**src/rtl/aom_pkg.sv**
```systemverilog
// Package: offsets, field layout, reset values and carriers of the operating mode bank
package aom_pkg;

  localparam int unsigned AOM_ADDR_W = 15;
  localparam int unsigned AOM_DATA_W = 8;
  localparam int unsigned AOM_NUM_REGS = 4;

  localparam logic [14:0] AOM_OFS_OPMODE_ONE = 15'h0012;
  localparam logic [14:0] AOM_OFS_OPMODE_TWO = 15'h0013;
  localparam logic [14:0] AOM_OFS_TRIM_CHAN_A = 15'h0014;
  localparam logic [14:0] AOM_OFS_TRIM_CHAN_B = 15'h0015;

  localparam logic [7:0] AOM_RST_OPMODE_ONE = 8'h81;
  localparam logic [7:0] AOM_RST_OPMODE_TWO = 8'h40;
  localparam logic [7:0] AOM_RST_TRIM_CHAN_A = 8'h00;
  localparam logic [7:0] AOM_RST_TRIM_CHAN_B = 8'h00;

  // Operating mode one fields
  localparam int unsigned AOM_FMT_BIT = 7;
  localparam int unsigned AOM_IDLE_LSB = 3;
  localparam int unsigned AOM_GATE_BIT = 2;
  // Operating mode two fields
  localparam int unsigned AOM_DIV_LSB = 3;
  // Trim fields
  localparam int unsigned AOM_AMP_LSB = 4;
  localparam int unsigned AOM_PH_LSB = 0;

  localparam logic [1:0] AOM_IDLE_CODE_NONE = 2'h0;
  localparam logic [1:0] AOM_IDLE_CODE_LOW = 2'h1;
  localparam logic [1:0] AOM_IDLE_CODE_HIGH = 2'h2;

  localparam logic [2:0] AOM_AMP_CODE_RSVD = 3'h4;
  localparam logic [3:0] AOM_DIV_BASE = 4'h1;
  localparam logic [2:0] AOM_PH_STEP_MAX = 3'h7;

  typedef enum logic [1:0] {
    AOM_IDLE_NONE,
    AOM_IDLE_LOW,
    AOM_IDLE_HIGH,
    AOM_IDLE_RSVD
  } aom_idle_t;

  typedef struct packed {
    logic en;
    logic [14:0] addr;
    logic [7:0] data;
  } aom_wr_t;

  typedef struct packed {
    logic [1:0] amp_steps;
    logic amp_pos_up;
    logic amp_rsvd;
    logic [2:0] ph_steps;
    logic ph_neg;
  } aom_trim_t;

endpackage : aom_pkg

```
**src/rtl/aom_regs.sv**
```systemverilog
// Operating mode register bank with decoded controls and gated SYSREF edge detect
`timescale 1ns/1ns
`default_nettype none
module aom_regs
  import aom_pkg::*;
#(
  parameter int unsigned NUM_CHAN = 2
) (
  input wire logic clock,
  input wire logic arst_n,
  input wire logic soft_reset_bit,
  input wire aom_wr_t wr,
  input wire logic rd_en,
  input wire logic [14:0] rd_addr,
  input wire logic sysref_in,
  output logic [7:0] rd_data,
  output logic rd_valid,
  output logic sample_format_sel,
  output aom_idle_t sysref_idle_mode,
  output logic sysref_gate_on,
  output logic sysref_edge,
  output logic [1:0] sample_clock_divide,
  output logic [3:0] clock_divide_ratio,
  output logic [7:0] trim_code_chan_a,
  output logic [7:0] trim_code_chan_b,
  output aom_trim_t [NUM_CHAN-1:0] trim_decoded
);

  // Register index of a bank address, or out of range
  function automatic logic [2:0] reg_index(input logic [14:0] addr);
    unique case (addr)
      AOM_OFS_OPMODE_ONE: reg_index = 3'h0;
      AOM_OFS_OPMODE_TWO: reg_index = 3'h1;
      AOM_OFS_TRIM_CHAN_A: reg_index = 3'h2;
      AOM_OFS_TRIM_CHAN_B: reg_index = 3'h3;
      default: reg_index = 3'h4;
    endcase
  endfunction : reg_index

  function automatic logic [7:0] reg_reset(input int unsigned idx);
    unique case (idx)
      0: reg_reset = AOM_RST_OPMODE_ONE;
      1: reg_reset = AOM_RST_OPMODE_TWO;
      2: reg_reset = AOM_RST_TRIM_CHAN_A;
      default: reg_reset = AOM_RST_TRIM_CHAN_B;
    endcase
  endfunction : reg_reset

  // SYSREF idle offset of a two-bit code, code 11 reserved
  function automatic aom_idle_t idle_decode(input logic [1:0] code);
    unique case (code)
      AOM_IDLE_CODE_NONE: idle_decode = AOM_IDLE_NONE;
      AOM_IDLE_CODE_LOW: idle_decode = AOM_IDLE_LOW;
      AOM_IDLE_CODE_HIGH: idle_decode = AOM_IDLE_HIGH;
      default: idle_decode = AOM_IDLE_RSVD;
    endcase
  endfunction : idle_decode

  // Divide ratio of a two-bit divide code: 1, 2, 4 or 8
  function automatic logic [3:0] div_ratio(input logic [1:0] code);
    div_ratio = AOM_DIV_BASE << code;
  endfunction : div_ratio

  // Decoded reset values, taken from the register defaults
  localparam aom_idle_t IDLE_RST_VAL = idle_decode(AOM_RST_OPMODE_ONE[AOM_IDLE_LSB +: 2]);
  localparam logic [3:0] RATIO_RST_VAL = div_ratio(AOM_RST_OPMODE_TWO[AOM_DIV_LSB +: 2]);

  logic [7:0] regs_r [AOM_NUM_REGS];
  logic [7:0] regs_nxt [AOM_NUM_REGS];
  logic [2:0] wr_idx;
  logic [2:0] rd_idx;

  // Register storage: write, hold, soft reset
  always_comb begin
    wr_idx = reg_index(wr.addr);
    for (int i = 0; i < AOM_NUM_REGS; i++) begin
      regs_nxt[i] = regs_r[i];
      if (soft_reset_bit) begin
        regs_nxt[i] = reg_reset(i);
      end else if (wr.en && (wr_idx == 3'(i))) begin
        regs_nxt[i] = wr.data;
      end
    end
  end

  always_ff @(posedge clock or negedge arst_n) begin
    if (!arst_n) begin
      regs_r[0] <= AOM_RST_OPMODE_ONE;
      regs_r[1] <= AOM_RST_OPMODE_TWO;
      regs_r[2] <= AOM_RST_TRIM_CHAN_A;
      regs_r[3] <= AOM_RST_TRIM_CHAN_B;
    end else begin
      for (int i = 0; i < AOM_NUM_REGS; i++) begin
        regs_r[i] <= regs_nxt[i];
      end
    end
  end

  // Readback, unmapped addresses read zero
  logic [7:0] rd_data_r;
  logic [7:0] rd_data_nxt;
  logic rd_valid_r;
  logic rd_valid_nxt;

  always_comb begin
    rd_idx = reg_index(rd_addr);
    rd_valid_nxt = rd_en;
    rd_data_nxt = 8'h00;
    if (rd_en && (rd_idx < 3'(AOM_NUM_REGS))) begin
      rd_data_nxt = regs_r[rd_idx[1:0]];
    end
  end

  always_ff @(posedge clock or negedge arst_n) begin
    if (!arst_n) begin
      rd_data_r <= 8'h00;
      rd_valid_r <= 1'b0;
    end else begin
      rd_data_r <= rd_data_nxt;
      rd_valid_r <= rd_valid_nxt;
    end
  end

  // Decoded control outputs, aligned with the stored bytes
  aom_trim_t [NUM_CHAN-1:0] trim_nxt;
  aom_trim_t [NUM_CHAN-1:0] trim_r;
  logic fmt_r;
  logic fmt_nxt;
  aom_idle_t idle_r;
  aom_idle_t idle_nxt;
  logic gate_r;
  logic gate_nxt;
  logic [1:0] div_r;
  logic [1:0] div_nxt;
  logic [3:0] ratio_r;
  logic [3:0] ratio_nxt;
  logic [1:0] idle_code;

  for (genvar c = 0; c < NUM_CHAN; c++) begin : g_trim
    aom_trim_decode u_dec (
      .trim_reg(regs_nxt[2 + c]),
      .trim(trim_nxt[c])
    );
  end

  always_comb begin
    fmt_nxt = regs_nxt[0][AOM_FMT_BIT];
    gate_nxt = regs_nxt[0][AOM_GATE_BIT];
    idle_code = regs_nxt[0][AOM_IDLE_LSB +: 2];
    idle_nxt = idle_decode(idle_code);
    div_nxt = regs_nxt[1][AOM_DIV_LSB +: 2];
    ratio_nxt = div_ratio(div_nxt);
  end

  always_ff @(posedge clock or negedge arst_n) begin
    if (!arst_n) begin
      fmt_r <= AOM_RST_OPMODE_ONE[AOM_FMT_BIT];
      gate_r <= AOM_RST_OPMODE_ONE[AOM_GATE_BIT];
      idle_r <= IDLE_RST_VAL;
      div_r <= AOM_RST_OPMODE_TWO[AOM_DIV_LSB +: 2];
      ratio_r <= RATIO_RST_VAL;
      trim_r <= '0;
    end else begin
      fmt_r <= fmt_nxt;
      gate_r <= gate_nxt;
      idle_r <= idle_nxt;
      div_r <= div_nxt;
      ratio_r <= ratio_nxt;
      trim_r <= trim_nxt;
    end
  end

  // SYSREF pin synchroniser and gated rising edge detect
  logic sync1_r;
  logic sync2_r;
  logic prev_r;
  logic edge_r;
  logic edge_nxt;

  always_comb begin
    edge_nxt = gate_r && sync2_r && !prev_r;
  end

  always_ff @(posedge clock or negedge arst_n) begin
    if (!arst_n) begin
      sync1_r <= 1'b0;
      sync2_r <= 1'b0;
      prev_r <= 1'b0;
      edge_r <= 1'b0;
    end else begin
      sync1_r <= sysref_in;
      sync2_r <= sync1_r;
      prev_r <= sync2_r;
      edge_r <= edge_nxt;
    end
  end

  assign rd_data = rd_data_r;
  assign rd_valid = rd_valid_r;
  assign sample_format_sel = fmt_r;
  assign sysref_idle_mode = idle_r;
  assign sysref_gate_on = gate_r;
  assign sysref_edge = edge_r;
  assign sample_clock_divide = div_r;
  assign clock_divide_ratio = ratio_r;
  assign trim_code_chan_a = regs_r[2];
  assign trim_code_chan_b = regs_r[3];
  assign trim_decoded = trim_r;

endmodule : aom_regs
`default_nettype wire

```
**src/rtl/aom_trim_decode.sv**
```systemverilog
// Imbalance trim code decoder for one channel
`timescale 1ns/1ns
`default_nettype none
module aom_trim_decode
  import aom_pkg::*;
(
  input wire logic [7:0] trim_reg,
  output aom_trim_t trim
);

  logic [2:0] amp_code;
  logic [3:0] ph_code;

  always_comb begin
    amp_code = trim_reg[AOM_AMP_LSB +: 3];
    ph_code = trim_reg[AOM_PH_LSB +: 4];
    trim = '0;
    // Amplitude: 5..7 raise positive side, 1..3 lower it, 4 reserved
    if (amp_code == AOM_AMP_CODE_RSVD) begin
      trim.amp_rsvd = 1'b1;
    end else if (amp_code > AOM_AMP_CODE_RSVD) begin
      trim.amp_pos_up = 1'b1;
      trim.amp_steps = 2'(amp_code - AOM_AMP_CODE_RSVD);
    end else begin
      trim.amp_steps = amp_code[1:0];
    end
    // Phase: 1..7 positive input, 8..15 negative input, capped at seven steps
    if (ph_code[3]) begin
      trim.ph_neg = 1'b1;
      trim.ph_steps = (ph_code[2:0] == AOM_PH_STEP_MAX) ? AOM_PH_STEP_MAX : 3'(ph_code[2:0] + 3'h1);
    end else begin
      trim.ph_steps = ph_code[2:0];
    end
  end

endmodule : aom_trim_decode
`default_nettype wire

```
**config.mk**
```make
export PLATFORM = sky130hd
export DESIGN_NAME = aom_regs
export DESIGN_NICKNAME = d
export VERILOG_FILES = /design/src/rtl/aom_pkg.sv /design/src/rtl/aom_regs.sv /design/src/rtl/aom_trim_decode.sv
export SDC_FILE = /design/constraint.sdc
export NUM_CORES = 1
export LEC_CHECK = 0
export ABC_CLOCK_PERIOD_IN_PS = 2200
export BUFFER_PORTS_ARGS = -buffer_cell sky130_fd_sc_hd__buf_2
export CORE_ASPECT_RATIO = 1.2
export CORE_MARGIN = 4
export CORE_UTILIZATION = 51
export DETAILED_ROUTE_END_ITERATION = 16
export PLACE_DENSITY = 0.91
export SKIP_LAST_GASP = 1
export SYNTH_ARGS = -nofsm -noshare
export SYNTH_HDL_FRONTEND = slang
export SYNTH_SLANG_ARGS = --single-unit
```
**constraint.sdc**
```tcl
create_clock -name clock -period 2.2 [get_ports clock]
set_input_delay 0.22 -clock clock [delete_from_list [all_inputs] [get_ports clock]]
set_output_delay 0.22 -clock clock [all_outputs]
set_load 0.01 [all_outputs]
```
Word level (Yosys, flattened, before mapping)

Index checks and enable logic that the tools add are counted.

Order comparisons: 4
Shift operators: 1
Add/sub/neg operators: 4
Mux-type cells: 29
Eq/ne operators: 17
Bitwise operators: 1
Reduce and logical (&&, ||, !) cells: 14

Operator list:

| operator                                                 | number |
|---|---|
| equality test 15 x 5 -> 1 bit, second input constant     | 8 |
| two-way mux 8 bit                                        | 11 |
| one-hot mux 3 bit (4 select lines)                       | 2 |
| two-way mux 3 bit                                        | 6 |
| binary-select mux 8 bit (select 2 bit)                   | 1 |
| equality test 3 bit, second input constant               | 4 |
| nonzero test 2 bit                                       | 4 |
| logical AND 1 bit                                        | 7 |
| adder 3 x 1 -> 3 bit, second input constant              | 2 |
| equality test 3 x 2 -> 1 bit, second input constant      | 2 |
| > comparator 3 bit, second input constant                | 2 |
| two-way mux 1 bit                                        | 6 |
| one-hot mux 2 bit (3 select lines)                       | 1 |
| two-way mux 2 bit                                        | 2 |
| << shifter 1 x 2 -> 4 bit, first input constant          | 1 |
| subtractor 2 x 1 -> 2 bit, second input constant         | 2 |
| equality test 3 x 1 -> 1 bit, second input constant      | 1 |
| greater-or-equal comparator 3 bit, second input constant | 1 |
| zero test 3 bit                                          | 1 |
| < comparator 3 bit, second input constant                | 1 |
| inverter 2 -> 3 bit                                      | 1 |
| equality test 2 x 1 -> 1 bit, second input constant      | 1 |
| equality test 2 bit, second input constant               | 1 |
| zero test 2 bit                                          | 1 |
| zero test 1 bit                                          | 1 |

Bits of input ports: 44
Bits in registers: 69
Output and inout bits: 52
Word-level logic and storage cells: 98

Depth between registers and ports, before layout

Depth after elaboration: 9
Gate-level depth with buffers: 12
Gate-level depth less buffers: 10

Cells and area by module

From an unflattened synthesis, not the netlist that was laid out.

Cell total of the unflattened synthesis: 276
Area total of the unflattened synthesis: 2,982.9 sq um

Modules (own cells, without submodules):

| module          | cells an instance | instances | area each (sq um) | sequential area each (sq um) |
|---|---|---|---|---|
| aom_regs        | 248               | 1         | 2,807.7           | 1,656.6 |
| aom_trim_decode | 14                | 2         | 87.6              | 0.0 |

Worst setup path after synthesis

Ideal clock, no wire load.

Kind: input to register
Start point: input wr[21] in the netlist's numbering
End point: register trim_r, in the netlist trim_decoded[10]
Path slack: -0.113 ns
Arrival time: 2.202 ns
Data required time: 2.089 ns
Cell stages on the path: 11
Buffers on the path: 2
Library setup time: 0.111 ns
Cells stage by stage: nor4_2 > and4_1 > buf_4 > and3_1 > buf_6 > nand2_1 > a21oi_1 > ha_1 > a211oi_1 > mux2_4 > a2111oi_2

RTL lines:

| element              | line            | RTL |
|---|---|---|
| from (decl)          | aom_regs.sv:12  | `input wire aom_wr_t wr,` |
| to (signal assigned) | aom_regs.sv:169 | `trim_r <= trim_nxt;` |
| to (decl)            | aom_regs.sv:126 | `aom_trim_t [NUM_CHAN-1:0] trim_r;` |

==> out/results.tsv <==
metric	value	unit
initial_core_util	52.9	%
synthFlopType	dfrtp_1	
power-per-cell-area	620	mW/mm^2
placed_area	0.00348	mm^2
cts_max_level	3	
p_leak	1.83	nW
top_layer	met4	
area_growth	23.0	%
p_int	0.00176	W
num_io_pins	96	
die_w	78.0	um
post_drt_wl_per_cell	17.1	um
min_path_type	input pin to asynchronous set/reset pin	
cts_root_buffer	clkbuf_8	
critPathLaunch	wr[17]	
synth_area_leaders	dfrtp_1, buf_4, a21oi_1	
outcome	finished, final reports clean	
vias	2615	
yosysMostFrequentCell	dfrtp_1	
core-area	0.00567	mm^2
drt_pass1_iterations	4	
post_cts_buffers	0	
timing.fmax	510	MHz
worstSetupStartpointType	input pin	
ys_seq_area_share	52.7	%
synth_area	0.00300	mm^2
clkTransAtPathRegs	0.07	ns
cts_buffer_depth	2	
preCtsSetupSlack	-0.0963	ns
die_y	92.0	um
cts_tree	done	
worstSetupEndpointType	flop	
arrival	2.21	ns
drv_cap	0	
timing.slew.headroom	48.2	%
slew_violations	0	
ys_seq_elements	63	
n_antenna_cell	0	
skew	0.00752	ns
layout_setup_ws	0.238	ns
grt_usage	22.9	%
min_period_over_period	89.2	%
drt_iter0_drc	233	
grt_pass1_wl	12.4	mm
synth_edf_count	0	
grt_max_degree	64	
final_layout_size_suffix_gt1_share	37.8	%
async_reset_ff_share	100	%
antenna_found_initial	0	
drt-met1-wl	2.99	mm
rsz0062_at_grt	no	
yosysTopAreaCellShare	49.2	%
syn_nets	338	
grt-ovfl-total	0	
wirelength	7.87	mm
dp_hpwl	5.68	mm
drtAntennaViolNets	0	
comb_power_share	5.9	%
multi_input_area	0.00119	mm^2
gp_congestion	0.902	
r2r_setup_slack	0.53	ns
numPortBuffers	95	
cp_max_fo	3	
sw_frac_of_total	23.2	%
critPathKind	input pin to flop	
netlist_top_cells_count	dfrtp_1, nand2_1, a21oi_1, buf_4, nand3_1	
required	2.45	ns
dr_wl_met3	772	um
post-route-min-period	1.96	ns
ir_drop	0.339	mV
design.die.area	0.00718	mm^2
stdcell_area	0.00369	mm^2
p_seq_share	50.8	%
drc	0	
p_switching	0.000531	W
syn_area_per_cell	10.2	um^2
wl_met2	3.91	mm
synth_warnings	0	
synth_area_leader_cell	dfrtp_1	
via_per_inst	5.67	
worstMarginPinSlew	0.776	ns
insertion_delay	0.35	ns
final_nets	421	
numCtsBuffers	9	
finalHoldViolCount	0	
setup_viol	0	
fillCellCount	434	
regArea	0.00158	mm^2
pwr-share-clk	43.3	%
synth_cell_types	42	
grt_pass1_vias	2581	
clkSinkCount	63	
placementRows	30	
netlist_instances	293	
r2r-start	trim_code_chan_b[0]	
==> final cells by class <==
type | count | share of cell area [%]
clock inverter | 4 | 1.22
timing repair buffer | 111 | 16.3
inverter | 7 | 0.712
multi-input combinational | 184 | 32.3
clock buffer | 12 | 3.93
sequential | 63 | 42.9
tap | 80 | 2.71
==> flip-flops by register name, summed over array words and instances (netlist names) <==
register and cells:
sync2_r 1, rd_valid 1, regs_r 15, trim_code_chan_a 7
prev_r 1, sync1_r 1, trim_code_chan_b 8, clock_divide_ratio 4
sysref_idle_mode 2, sysref_edge 1, rd_data 8, trim_decoded 14
==> power by group through the flow <==
stage | sequential, W | combinational [W] | clock (W)
floorplan | 0.00119 | 0.0000436 | 0
global placement | 0.00118 | 0.000130 | 0
detailed placement | 0.00118 | 0.000133 | 0
CTS | 0.00116 | 0.000136 | 0.000999
global route | 0.00116 | 0.000152 | 0.00106
finish | 0.00116 | 0.000136 | 0.000990
==> through the flow <==
step,utilization (%),power [W],cells,setup TNS [ns],hold slack [ns]
final,65.1,0.00229,461,0,0.0250
after global routing,65.1,0.00237,461,0,0.102
after global placement,61.4,0.00131,443,-0.00652,0.331
after CTS,65.1,0.00230,461,0,0.0562
after detailed placement,61.4,0.00132,443,-0.132,0.330
after floorplan,-,0.00123,293,-0.00495,-0.0756
==> path summary, 6_finish.rpt <==
check                      cells after the start          endpoint
setup reg to reg                               6  trim_decoded[10]
min in group clock                             2        regs_r[23]
setup / recovery                              10  trim_decoded[10]
max in group asynchronous                      2   trim_decoded[4]
hold reg to reg                                0           sync2_r
hold / removal                                 2       sysref_edge
==> cell usage in the layout (no fill, tap or decap), types with 4 or more instances in the layout <==
cell type / Yosys / layout
mux2i_1: 8 / 8
clkbuf_8: 0 / 10
nor3_1: 6 / 6
a22oi_1: 7 / 7
nor3b_1: 4 / 4
buf_4: 24 / 14
nand2_1: 31 / 29
a31oi_1: 9 / 9
inv_1: 7 / 7
nand3_1: 21 / 21
buf_2: 4 / 95
dfstp_2: 4 / 4
dfrtp_1: 59 / 59
nor2b_1: 8 / 8
a22o_1: 12 / 12
a21oi_1: 24 / 22
nor2_1: 13 / 13
nor4_1: 6 / 6
==> logic make-up (layout without fill, tap and decap cells) <==
kind of cell,Yosys count,in the layout,share of synthesized area [%]
compound gates,64,64,14.5
xor+xnor,1,1,0.292
fa+ha+maj,1,1,0.417
buf+inv,46,134,9.55
flops,63,63,52.7
mux,10,10,3.55
simple gates,108,108,19.0
==> worst max-delay path: stages <==
cell	delay [ns]
buf_2	0.12
nor4_4	0.28
and4_1	0.26
and3_4	0.22
nand2_2	0.06
a21oi_2	0.16
ha_2	0.23
a211oi_2	0.08
mux2_4	0.30
a2111oi_4	0.28
==> repair_timing <==
item | in CTS | in global routing
endpoints found under the setup margin | 0 | 0
gates resized for setup | 0 | 0
hold buffers | 2 | 0
hold endpoints to repair | 2 | 0
==> metal layers <==
layer  up-vias  track usage (%)
met1      1244             27.2
met2       151             36.8
met5         -                0
met3        17             6.09
li1       1203                -
met4         0             14.1
(Power assumes the default switching activity.)
